==> src/sdi_defines.svh <==
`ifndef SDI_DEFINES_SVH
`define SDI_DEFINES_SVH

// array geometry
`define SDI_BANK_W        2
`define SDI_ROW_W         12
`define SDI_COL_W         11
`define SDI_MODE_W        12

// mode register field positions
`define SDI_M_LEN_HI      2
`define SDI_M_LEN_LO      0
`define SDI_M_TYPE        3
`define SDI_M_LAT_HI      6
`define SDI_M_LAT_LO      4
`define SDI_M_OP_HI       8
`define SDI_M_OP_LO       7
`define SDI_M_WBM         9
`define SDI_MODE_RESET    12'h000

// burst length codes
`define SDI_BL1           3'h0
`define SDI_BL2           3'h1
`define SDI_BL4           3'h2
`define SDI_BL8           3'h3
`define SDI_BLFULL        3'h7

// column masks: block-of-n and whole row per organisation
`define SDI_MASK_BL1      11'h000
`define SDI_MASK_BL2      11'h001
`define SDI_MASK_BL4      11'h003
`define SDI_MASK_BL8      11'h007
`define SDI_MASK_X4       11'h7ff
`define SDI_MASK_X8       11'h3ff
`define SDI_MASK_X16      11'h1ff

// command pin codes {cs_n, ras_n, cas_n, we_n}
`define SDI_CMD_NOP       4'h7
`define SDI_CMD_ACTIVE    4'h3
`define SDI_CMD_READ      4'h5
`define SDI_CMD_WRITE     4'h4
`define SDI_CMD_TERM      4'h6
`define SDI_CMD_PRECHARGE 4'h2
`define SDI_CMD_REFRESH   4'h1
`define SDI_CMD_LOAD_MODE 4'h0

// misc
`define SDI_PRE_ALL_BIT   10
`define SDI_INIT_REFRESH  2'h2
`define SDI_MODE_BANK     2'h0

`endif

==> src/sdi_pkg.sv <==
package sdi_pkg;
`include "sdi_defines.svh"

    typedef enum logic [1:0] {SDI_X4, SDI_X8, SDI_X16} sdi_org_t;

    typedef enum logic [3:0] {
        SDI_INHIBIT, SDI_NOP, SDI_ACTIVE, SDI_READ, SDI_WRITE,
        SDI_TERM, SDI_PRECHARGE, SDI_REFRESH, SDI_LOAD_MODE
    } sdi_cmd_t;

    typedef enum logic [1:0] {SDI_POWERUP, SDI_PREP, SDI_READY} sdi_init_t;

    typedef struct packed {
        logic                   cs_n;
        logic                   ras_n;
        logic                   cas_n;
        logic                   we_n;
        logic [`SDI_BANK_W-1:0] bank_select;
        logic [`SDI_ROW_W-1:0]  address_lines;
    } sdi_pins_t;

    typedef struct packed {
        logic [`SDI_BANK_W-1:0] bank;
        logic [`SDI_ROW_W-1:0]  row;
        logic [`SDI_COL_W-1:0]  col;
        logic                   rd;
        logic                   wr;
    } sdi_access_t;

    typedef struct packed {
        sdi_init_t                    ist;
        logic [1:0]                   ref_cnt;
        logic                         mode_ok;
        logic [`SDI_MODE_W-1:0]       mode;
        logic [3:0]                   open;
        logic [3:0][`SDI_ROW_W-1:0]   row;
        sdi_org_t                     org;
        logic                         burst_on;
        logic                         b_wr;
        logic                         b_full;
        logic                         b_inter;
        logic [`SDI_BANK_W-1:0]       b_bank;
        logic [`SDI_COL_W-1:0]        b_start;
        logic [`SDI_COL_W-1:0]        b_mask;
        logic [`SDI_COL_W-1:0]        b_cnt;
        sdi_access_t                  acc;
        logic                         dq_oe;
        logic                         done;
    } sdi_state_t;

    function automatic sdi_cmd_t sdi_decode(sdi_pins_t p);
        sdi_cmd_t c;
        case ({p.cs_n, p.ras_n, p.cas_n, p.we_n})
            `SDI_CMD_NOP:       c = SDI_NOP;
            `SDI_CMD_ACTIVE:    c = SDI_ACTIVE;
            `SDI_CMD_READ:      c = SDI_READ;
            `SDI_CMD_WRITE:     c = SDI_WRITE;
            `SDI_CMD_TERM:      c = SDI_TERM;
            `SDI_CMD_PRECHARGE: c = SDI_PRECHARGE;
            `SDI_CMD_REFRESH:   c = SDI_REFRESH;
            `SDI_CMD_LOAD_MODE: c = SDI_LOAD_MODE;
            default:            c = SDI_INHIBIT;
        endcase
        return c;
    endfunction

    function automatic logic [`SDI_COL_W-1:0] sdi_row_mask(sdi_org_t o);
        case (o)
            SDI_X4:  return `SDI_MASK_X4;
            SDI_X8:  return `SDI_MASK_X8;
            default: return `SDI_MASK_X16;
        endcase
    endfunction

    // line 10 is the auto precharge flag, never a column bit
    function automatic logic [`SDI_COL_W-1:0] sdi_col_of(
        logic [`SDI_ROW_W-1:0] a, sdi_org_t o);
        case (o)
            SDI_X4:  return {a[11], a[9:0]};
            SDI_X8:  return {1'b0, a[9:0]};
            default: return {2'h0, a[8:0]};
        endcase
    endfunction

    // reserved length codes fall back to single access
    function automatic logic [`SDI_COL_W-1:0] sdi_blk_mask(
        logic [2:0] len, sdi_org_t o);
        case (len)
            `SDI_BL2:    return `SDI_MASK_BL2;
            `SDI_BL4:    return `SDI_MASK_BL4;
            `SDI_BL8:    return `SDI_MASK_BL8;
            `SDI_BLFULL: return sdi_row_mask(o);
            default:     return `SDI_MASK_BL1;
        endcase
    endfunction

endpackage

==> src/sdi_sdram_core.sv <==
`timescale 1ns/100ps
`include "sdi_defines.svh"

// What this block does
// - all inputs sampled on rising clock only
// - four banks, 4096 rows, per-width column count
// - active takes bank lines and twelve row lines
// - read/write column lines depend on width variant
// - precharge all, then wait; banks go idle
// - mode undefined until loaded before operation
// - mode load needs bank lines zero; kept
// - data outputs high-impedance after mode load
// - mode fields: length, type, latency, mode, write
// - lengths 1,2,4,8; full page sequential only
// - length bounds columns per read or write
// - bursts wrap inside aligned block of length
// - full page wraps to row start
// - line 10 selects precharge all or one
// - active is cs, ras low, cas, we high
module sdi_sdram_core (
    // clock, reset, clock enable
    input  wire logic                    clk,
    input  wire logic                    rst,
    input  wire logic                    clock_enable_input,
    // width variant strap, caught while reset is held
    input  wire sdi_pkg::sdi_org_t       org_strap,
    // command and address pins
    input  wire sdi_pkg::sdi_pins_t      pins,
    // array access, one beat a cycle
    output sdi_pkg::sdi_access_t         access,
    output logic                         dq_oe,
    // status
    output logic [`SDI_MODE_W-1:0]       mode_value,
    output logic [3:0]                   banks_open,
    output logic                         init_done
);
    sdi_pkg::sdi_state_t   s;
    sdi_pkg::sdi_state_t   next_s;
    sdi_pkg::sdi_cmd_t     cmd;
    logic                  rw_go;
    logic                  halt;
    logic                  wbm_single;
    logic                  new_full;
    logic [`SDI_COL_W-1:0] new_mask;
    logic [`SDI_COL_W-1:0] start_sel;
    logic [`SDI_COL_W-1:0] beat_sel;
    logic [`SDI_COL_W-1:0] mask_sel;
    logic                  full_sel;
    logic                  inter_sel;
    logic                  wr_sel;
    logic [`SDI_BANK_W-1:0] bank_sel;
    logic [`SDI_COL_W-1:0] beat_col;
    logic [2:0]            len_code;

    // command decode straight from the sampled pins
    assign cmd = sdi_pkg::sdi_decode(pins);
    assign len_code = s.mode[`SDI_M_LEN_HI:`SDI_M_LEN_LO];

    // a read or write only starts into an open row after init
    assign rw_go = (cmd == sdi_pkg::SDI_READ || cmd == sdi_pkg::SDI_WRITE)
                   && s.ist == sdi_pkg::SDI_READY
                   && s.open[pins.bank_select];

    // terminate, mode load, or precharge of the burst bank ends it
    assign halt = cmd == sdi_pkg::SDI_TERM
                  || cmd == sdi_pkg::SDI_LOAD_MODE
                  || (cmd == sdi_pkg::SDI_PRECHARGE
                      && (pins.address_lines[`SDI_PRE_ALL_BIT]
                          || pins.bank_select == s.b_bank));

    // write burst mode bit turns writes into single accesses
    assign wbm_single = cmd == sdi_pkg::SDI_WRITE && s.mode[`SDI_M_WBM];
    assign new_full = !wbm_single && len_code == `SDI_BLFULL;
    assign new_mask = wbm_single ? `SDI_MASK_BL1
                    : sdi_pkg::sdi_blk_mask(len_code, s.org);

    // beat source: new command or the running burst
    assign start_sel = rw_go
                     ? sdi_pkg::sdi_col_of(pins.address_lines, s.org)
                     : s.b_start;
    assign beat_sel  = rw_go ? 11'h000 : s.b_cnt;
    assign mask_sel  = rw_go ? new_mask : s.b_mask;
    assign full_sel  = rw_go ? new_full : s.b_full;
    // interleave is never used with full page
    assign inter_sel = rw_go ? (s.mode[`SDI_M_TYPE] && !new_full)
                             : s.b_inter;
    assign wr_sel    = rw_go ? (cmd == sdi_pkg::SDI_WRITE) : s.b_wr;
    assign bank_sel  = rw_go ? pins.bank_select : s.b_bank;

    sdi_burst_col u_col (
        .start (start_sel),
        .beat  (beat_sel),
        .mask  (mask_sel),
        .inter (inter_sel),
        .col   (beat_col)
    );

    // next state of the whole device
    always_comb begin
        next_s = s;
        next_s.acc.rd = 1'b0;
        next_s.acc.wr = 1'b0;
        case (cmd)
            sdi_pkg::SDI_ACTIVE: begin
                // row tracking for each of the four banks
                if (s.ist == sdi_pkg::SDI_READY) begin
                    next_s.open[pins.bank_select] = 1'b1;
                    next_s.row[pins.bank_select] =
                        pins.address_lines;
                end
            end
            sdi_pkg::SDI_PRECHARGE: begin
                if (pins.address_lines[`SDI_PRE_ALL_BIT]) begin
                    next_s.open = 4'h0;
                    if (s.ist == sdi_pkg::SDI_POWERUP) begin
                        next_s.ist = sdi_pkg::SDI_PREP;
                    end
                end else begin
                    next_s.open[pins.bank_select] = 1'b0;
                end
            end
            sdi_pkg::SDI_REFRESH: begin
                // count init refreshes, before or after mode load
                if (s.ist != sdi_pkg::SDI_READY
                    && s.ref_cnt != `SDI_INIT_REFRESH) begin
                    next_s.ref_cnt = s.ref_cnt + 2'h1;
                end
            end
            sdi_pkg::SDI_LOAD_MODE: begin
                // other bank codes address no register here
                if (pins.bank_select == `SDI_MODE_BANK) begin
                    next_s.mode = pins.address_lines;
                    next_s.mode_ok = 1'b1;
                end
            end
            default: ;
        endcase

        // ready once precharged, refreshed twice and mode loaded
        if (next_s.ist == sdi_pkg::SDI_PREP
            && next_s.ref_cnt == `SDI_INIT_REFRESH
            && next_s.mode_ok) begin
            next_s.ist = sdi_pkg::SDI_READY;
        end

        // latch burst parameters on a new access
        if (rw_go) begin
            next_s.b_wr    = wr_sel;
            next_s.b_bank  = bank_sel;
            next_s.b_start = start_sel;
            next_s.b_mask  = mask_sel;
            next_s.b_full  = full_sel;
            next_s.b_inter = inter_sel;
        end

        // one beat a cycle; a new read or write cuts the old burst
        if (rw_go || (s.burst_on && !halt)) begin
            next_s.acc.bank = bank_sel;
            next_s.acc.row  = s.row[bank_sel];
            next_s.acc.col  = beat_col;
            next_s.acc.rd   = !wr_sel;
            next_s.acc.wr   = wr_sel;
            next_s.b_cnt    = beat_sel + 11'h001;
            // full page runs until terminated
            next_s.burst_on = full_sel
                              || beat_sel != mask_sel;
        end else begin
            next_s.burst_on = 1'b0;
        end

        // outputs drive only during read beats, never after a load
        next_s.dq_oe = next_s.acc.rd;
        next_s.done  = next_s.ist == sdi_pkg::SDI_READY;
    end

    // single register stage; low clock enable freezes everything but reset
    always_ff @(posedge clk) begin
        if (rst) begin
            s <= '0;
            s.mode <= `SDI_MODE_RESET;
            s.org <= org_strap;
        end else if (clock_enable_input) begin
            s <= next_s;
        end
    end

    assign access     = s.acc;
    assign dq_oe      = s.dq_oe;
    assign mode_value = s.mode;
    assign banks_open = s.open;
    assign init_done  = s.done;
endmodule

==> src/sdi_burst_col.sv <==
`timescale 1ns/100ps

// column of one burst beat inside its wrap block
module sdi_burst_col (
    // burst parameters
    input  wire logic [10:0] start,
    input  wire logic [10:0] beat,
    input  wire logic [10:0] mask,
    input  wire logic        inter,
    // resulting column
    output logic [10:0]      col
);
    logic [10:0] low;

    // bits above the mask stay fixed, so the burst wraps in its block
    always_comb begin
        low = inter ? (start ^ beat) : 11'(start + beat);
        col = (start & ~mask) | (low & mask);
    end
endmodule

==> config.mk <==
export PLATFORM = sky130hd
export DESIGN_NAME = sdi_sdram_core
export DESIGN_NICKNAME = d
export VERILOG_FILES = /design/src/sdi_pkg.sv /design/src/sdi_sdram_core.sv /design/src/sdi_burst_col.sv
export VERILOG_INCLUDE_DIRS = /design/src
export SDC_FILE = /design/constraint.sdc
export NUM_CORES = 1
export LEC_CHECK = 0
export ABC_AREA = 1
export BUFFER_PORTS_ARGS = -buffer_cell sky130_fd_sc_hd__buf_4
export CAP_MARGIN = 10
export CORE_ASPECT_RATIO = 0.9
export CORE_MARGIN = 2
export CORE_UTILIZATION = 40
export CTS_CLUSTER_DIAMETER = 200
export DETAILED_ROUTE_END_ITERATION = 7
export PLACE_DENSITY = 0.63
export SYNTH_ARGS = -nofsm -noshare
export SYNTH_HDL_FRONTEND = slang
export SYNTH_SLANG_ARGS = --single-unit
==> constraint.sdc <==
create_clock -name clk -period 5.05 [get_ports clk]
set_input_delay 0.505 -clock clk [delete_from_list [all_inputs] [get_ports clk]]
set_output_delay 0.505 -clock clk [all_outputs]
set_load 0.01 [all_outputs]
# ---- After elaboration in Yosys (flattened, before gate mapping)
# Memories as Yosys holds them, arrays and structs flattened.
# Cells that the tools add are included.
dict set report word_totals {
  mem_count 1
  regBits 138
  mem_bits_ro 32
  word_cells 128
  out_inout_bits 45
  in_bits 23
}
# memory depth width rd rd_ports_with_merged_regs write_ports line_no
set mem_list {}
lappend mem_list {{(name not given)} 8 4 1 0 0 sdi_pkg.sv:53} ;# case ({p.cs_n, p.ras_n, p.cas_n, p.we_n})
dict set report classes {
  magnitude_cmp 3
  n_addsub 3
  bitwise_logic 8
  mux 38
  eq_ne 21
  n_reduce_logical 30
}
# cell n
set ops {}
lappend ops {{$mux 70} 1}
lappend ops {{$mux 68} 1}
lappend ops {{$mux 11} 5}
lappend ops {{$mux 52} 1}
lappend ops {{$bwmux 48} 1}
lappend ops {{$pmux 11 s2} 2}
lappend ops {{$pmux 11 s4} 1}
lappend ops {{$mux 38} 1}
lappend ops {{$mux 27} 1}
lappend ops {{$mux 13} 2}
lappend ops {{$bmux 12 s2} 1}
lappend ops {{$demux 12 s2} 1}
lappend ops {{$mux 12} 2}
lappend ops {{$and 11x11->11} 2}
lappend ops {{$eq 4x3->1 const B} 4}
lappend ops {{$mux 2} 7}
lappend ops {{$add 11x1->11 const B} 1}
lappend ops {{$add 11x11->11} 1}
lappend ops {{$logic_and 1x1->1} 11}
lappend ops {{$ne 11x11->1} 1}
lappend ops {{$not 11->11} 1}
lappend ops {{$or 11x11->11} 1}
lappend ops {{$xor 11x11->11} 1}
lappend ops {{$reduce_and 3->1} 3}
lappend ops {{other kinds (25)} 50}

# ---- Logic depth before layout (Yosys ltp)
# An unclocked memory read counts as a cell.
dict set report logic_depth {
  ltp_word 15
  ltp_mapped 29
  ltp_nobuf 26
}

# ---- Hierarchy
# Synthesis repeated with hierarchy kept, for this count alone.
dict set report unflattened {
  cells_unflattened 1055
  hier_area_um2 7395.8
}
# module seq_area_each_um2 cells_per_inst area_per_inst_um2 instances
set modules_own_cells {}
lappend modules_own_cells {sdi_sdram_core 2782.7 932 6736.5 1}
lappend modules_own_cells {sdi_burst_col 0.0 123 659.4 1}

# ---- Worst setup path before layout
# No wires, ideal clock.
dict set report synth_timing {
  kind {input -> register}
  from {in pins[14] (netlist name)}
  to {reg s, in the netlist access[12]}
  t_required_ps 4980
  setup_slack_ps 1339
  path_buffers 3
  arrival_time_ps 3641
  setup_time_ps 70
  stages 28
  cell_sequence {inv_1 > ha_1 > nor2_1 > nor2_1 > nand2_1 > nand3_1 > nand2_1 > nand2_4 > buf_6 > inv_4 > buf_6 > buf_2 > nand2_1 > nand2_1 > ha_1 > inv_1 > fa_1 > o31ai_1 > nand3_1 > o21bai_2 > nand2_1 > inv_2 > nand2_1 > nand2_1 > nand2_1 > nand2_1 > nand2_1 > a21oi_1}
}
dict set report synth_between {
  elab_cells_between_ends 34
  classes_between {add/sub: 1; eq/ne: 5; mux: 7; bitwise: 5; reduce/logical: 15; memory: 1}
}
# item line_no
set synth_rtl {}
lappend synth_rtl {{start, declared} sdi_sdram_core.sv:28} ;# input wire sdi_pkg::sdi_pins_t pins,
lappend synth_rtl {{$mem_v2 8x4 (*)} --}
lappend synth_rtl {{$mux 4 (*)} sdi_pkg.sv:53}
lappend synth_rtl {{$eq 4x2->1 or $eq 4x3->1 (tied branches)} sdi_sdram_core.sv:60} ;# assign rw_go = (cmd == sdi_pkg::SDI_READ || cmd == sdi_pkg::SDI_WRITE)
lappend synth_rtl {{$logic_or 1x1->1 (*)} sdi_sdram_core.sv:60}
lappend synth_rtl {{$logic_and 1x1->1 (*)} sdi_sdram_core.sv:61} ;# && s.ist == sdi_pkg::SDI_READY
lappend synth_rtl {{$logic_and 1x1->1 (*)} sdi_sdram_core.sv:62} ;# && s.open[pins.bank_select];
lappend synth_rtl {{$mux 11 (*)} sdi_sdram_core.sv:79} ;# ? sdi_pkg::sdi_col_of(pins.address_lines, s.org)
lappend synth_rtl {{net start_sel[0]} sdi_sdram_core.sv:45} ;# logic [`SDI_COL_W-1:0] start_sel;
lappend synth_rtl {{$add 11x11->11 (*)} sdi_burst_col.sv:17} ;# low = inter ? (start ^ beat) : 11'(start + beat);
lappend synth_rtl {{$mux 11 (*)} sdi_burst_col.sv:17}
lappend synth_rtl {{$and 11x11->11 (*)} sdi_burst_col.sv:18} ;# col = (start & ~mask) | (low & mask);
lappend synth_rtl {{$or 11x11->11 (*)} sdi_burst_col.sv:18}
lappend synth_rtl {{end signal, assigned} sdi_sdram_core.sv:183} ;# s <= next_s;
lappend synth_rtl {{end, declared} sdi_sdram_core.sv:37} ;# sdi_pkg::sdi_state_t s;
# The timed path passes the listed nets; every way through them passes the cells marked *.
# A chain may end at the register's enable or synchronous reset.

# ---- Final worst setup path
# Ends and elaborated chain as after synthesis.

==> out/results.ini <==
[floorplan]
io_pins=68
floorplan.initialDensity_pct=40.8
fp.dieW_um=146
dieArea_um2=19100
die_h_um=131
num_rows=46
core-area_um2=17700

[power]
combPwrFrac_pct=3.3
switchingPower_uw=585
irDropWorstVdd_v=0.000206
swShare_pct=22.9
p_leak_uw=0.00362
seqPwrFrac_pct=42.9
p_int_uw=1970
powerDensity_nw_per_um2=313
pwr-share-clk_pct=53.8

[global_route]
grt_max_degree=74
grtUsageMet2_pct=31.7
antenna_found_initial=0
use_met1_pct=30.7
grt_overflow=0
grt_pass1_wl_mm=32.6
gr-max-usage-layer=met2
grt_use_met3_pct=4.24
grt_util_all_layers_pct=21.3
grt_pass1_vias=5988

[sta]
totalNegativeSetupSlack_ps=0
min_period_ps=3640
finalClockSkew_ps=12.8
finalSetupViolCount=0
max_slew_margin_pct=54.5
grt_setup_unrepaired=false
fmax_mhz=275
worstMarginPinSlew_ps=683
hold_viol=0
slew_violations=0
timing.final.ws_setup_ps=1410
final.period_utilization_pct=72.0

[clocking]
ctsHoldBuffers=0
cts_tree=yes
root_buffer=clkbuf_16
worstSkewPairLatency_ps=430
cts_setup_buffers=0
cts_sinks=138
numCtsBuffers=17
cts_resized=0
path_clk_slew_ps=60
cts_buffer_depth=2
htreeDepth=4

[synthesis]
syn-num-nets=1066
synth_most_common_cell=nand2_1
netlist_top_cells_count=nand2_1, nor2_1, dfxtp_1
synth-edff-count=2
yosysSeqAreaShare_pct=38.6
synth_flop_cell=dfxtp_1
synthDistinctLibCells=53
synthCells=1028
yosysWarnings=0
yosys.area.top_type=dfxtp_1
avgSynthCellArea_um2=7.02
netlist.area_leader.share_pct=37.8
synth-seq-cells=138
synth_async_sr_flop_share_pct=0
synth_area_leaders=dfxtp_1, o21ai_0, nand2_1
synth_area_um2=7210

[run]
maxCapViolCount=0

[worst_setup_path]
startpoint_type=input port
critPathTopFamily=simple AND/OR/NAND/NOR gates
critPathCaptureType=flip-flop
crit_top_cell=nand2_1
slowest_stage=fa_1
path_buf_inv=5
path_class=input port to flip-flop
critPathArrivalTime_ps=4000
critPathRequiredTime_ps=5410
crit_path_max_incr_delay_ps=400
crit_fanout=23

[hold_path]
hp-class=input port to flip-flop

[drt]
antenna_left=0
totalWireLength_mm=20.0
drt_iter0_markers=531
drc=0
routedWlPerCell_um=15.6
drt_pass1_iterations=5
viasPerCell=5.13
vias=6590

[place]
io_buffers=67
gp_congestion=0.924
pre_cts_ws_ps=1000
dp_hpwl_mm=13.8

[finish]
area_growth_pct=13.3
diodes=0
nets=1069
drive_gt1_share_pct=13.5

[run_status]
status=completed

[layout make-up]
class | count | area [um^2]
clock buffers | 18 | 439
clock inverters | 14 | 205
fillers | 1837 | 9500
inverters | 101 | 382
multi-input cells | 696 | 3480
flip-flops and latches | 138 | 2780
well taps | 240 | 300
repair buffers | 77 | 578
[power groups by stage]
| stage | Combinational, uW | Sequential (uW) | Clock [uW] |
|---|---|---|---|
| 2_1_floorplan | 44.3 | 1120 | 0 |
| 3_3_place_gp | 83.5 | 1120 | 0 |
| 3_5_place_dp | 83.4 | 1120 | 0 |
| 4_1_cts | 83.6 | 1100 | 1400 |
| 5_1_grt | 93.1 | 1100 | 1440 |
| 6_report | 83.4 | 1100 | 1380 |
[tightest hold or removal path, cell delays in order]
cell	delay, ps
buf_4	80
nand2_1	40
inv_1	40
[through the flow]
stage               utilization, %  std cells  total power (uW)  instance area (um^2)  hold WS [ps]
floorplan                        -       1028              1160                  7210           425
global placement              42.6       1252              1200                  7530           443
detailed placement            42.6       1252              1200                  7530           446
CTS                           46.2       1284              2580                  8170           322
global route                  46.2       1284              2630                  8170           350
finish                        46.2       1284              2560                  8170           341
[layer usage]
layer,routed length [um],vias up,part of all wire [%]
met1,10200,3059,51
met2,8510,155,43
met4,410,0,2.1
met5,0,-,0
li1,-,3349,-
met3,889,27,4.4
[placed cells by master (no fill, tap or decap), types with 5 or more instances in the layout]
master,synthesis,final
dfxtp_1,136,136
nor3_1,8,8
o211ai_1,13,13
ha_1,14,14
o21ai_0,131,131
xor2_1,7,7
clkbuf_16,0,17
nand2_1,165,165
inv_6,0,5
nand4_1,8,8
o22ai_1,5,5
o21ai_1,20,20
buf_4,45,77
nor2_1,150,150
inv_2,9,10
nand3_1,26,26
inv_1,90,89
o21bai_1,12,12
a21oi_1,85,85
[worst paths after layout]
path / start / to / slack (ps) / cells past startpoint
hold / removal: org_strap[0] / next_s[68] / 340 / 3
setup reg to reg: s[138] / access[12] / 1480 / 22
hold reg to reg: s[134] / s[134] / 450 / 2
setup / recovery: pins[14] / access[12] / 1410 / 26
[logic make-up (layout without fill, tap and decap cells)]
group	after synthesis	in the layout	share of synthesized area, %
flops	138	138	38.6
buf+inv	194	210	13.1
fa+ha+maj	15	15	2.71
xor+xnor	11	11	1.34
compound gates	290	290	22.3
simple gates	380	380	22.0
(Power assumes the default switching activity.)
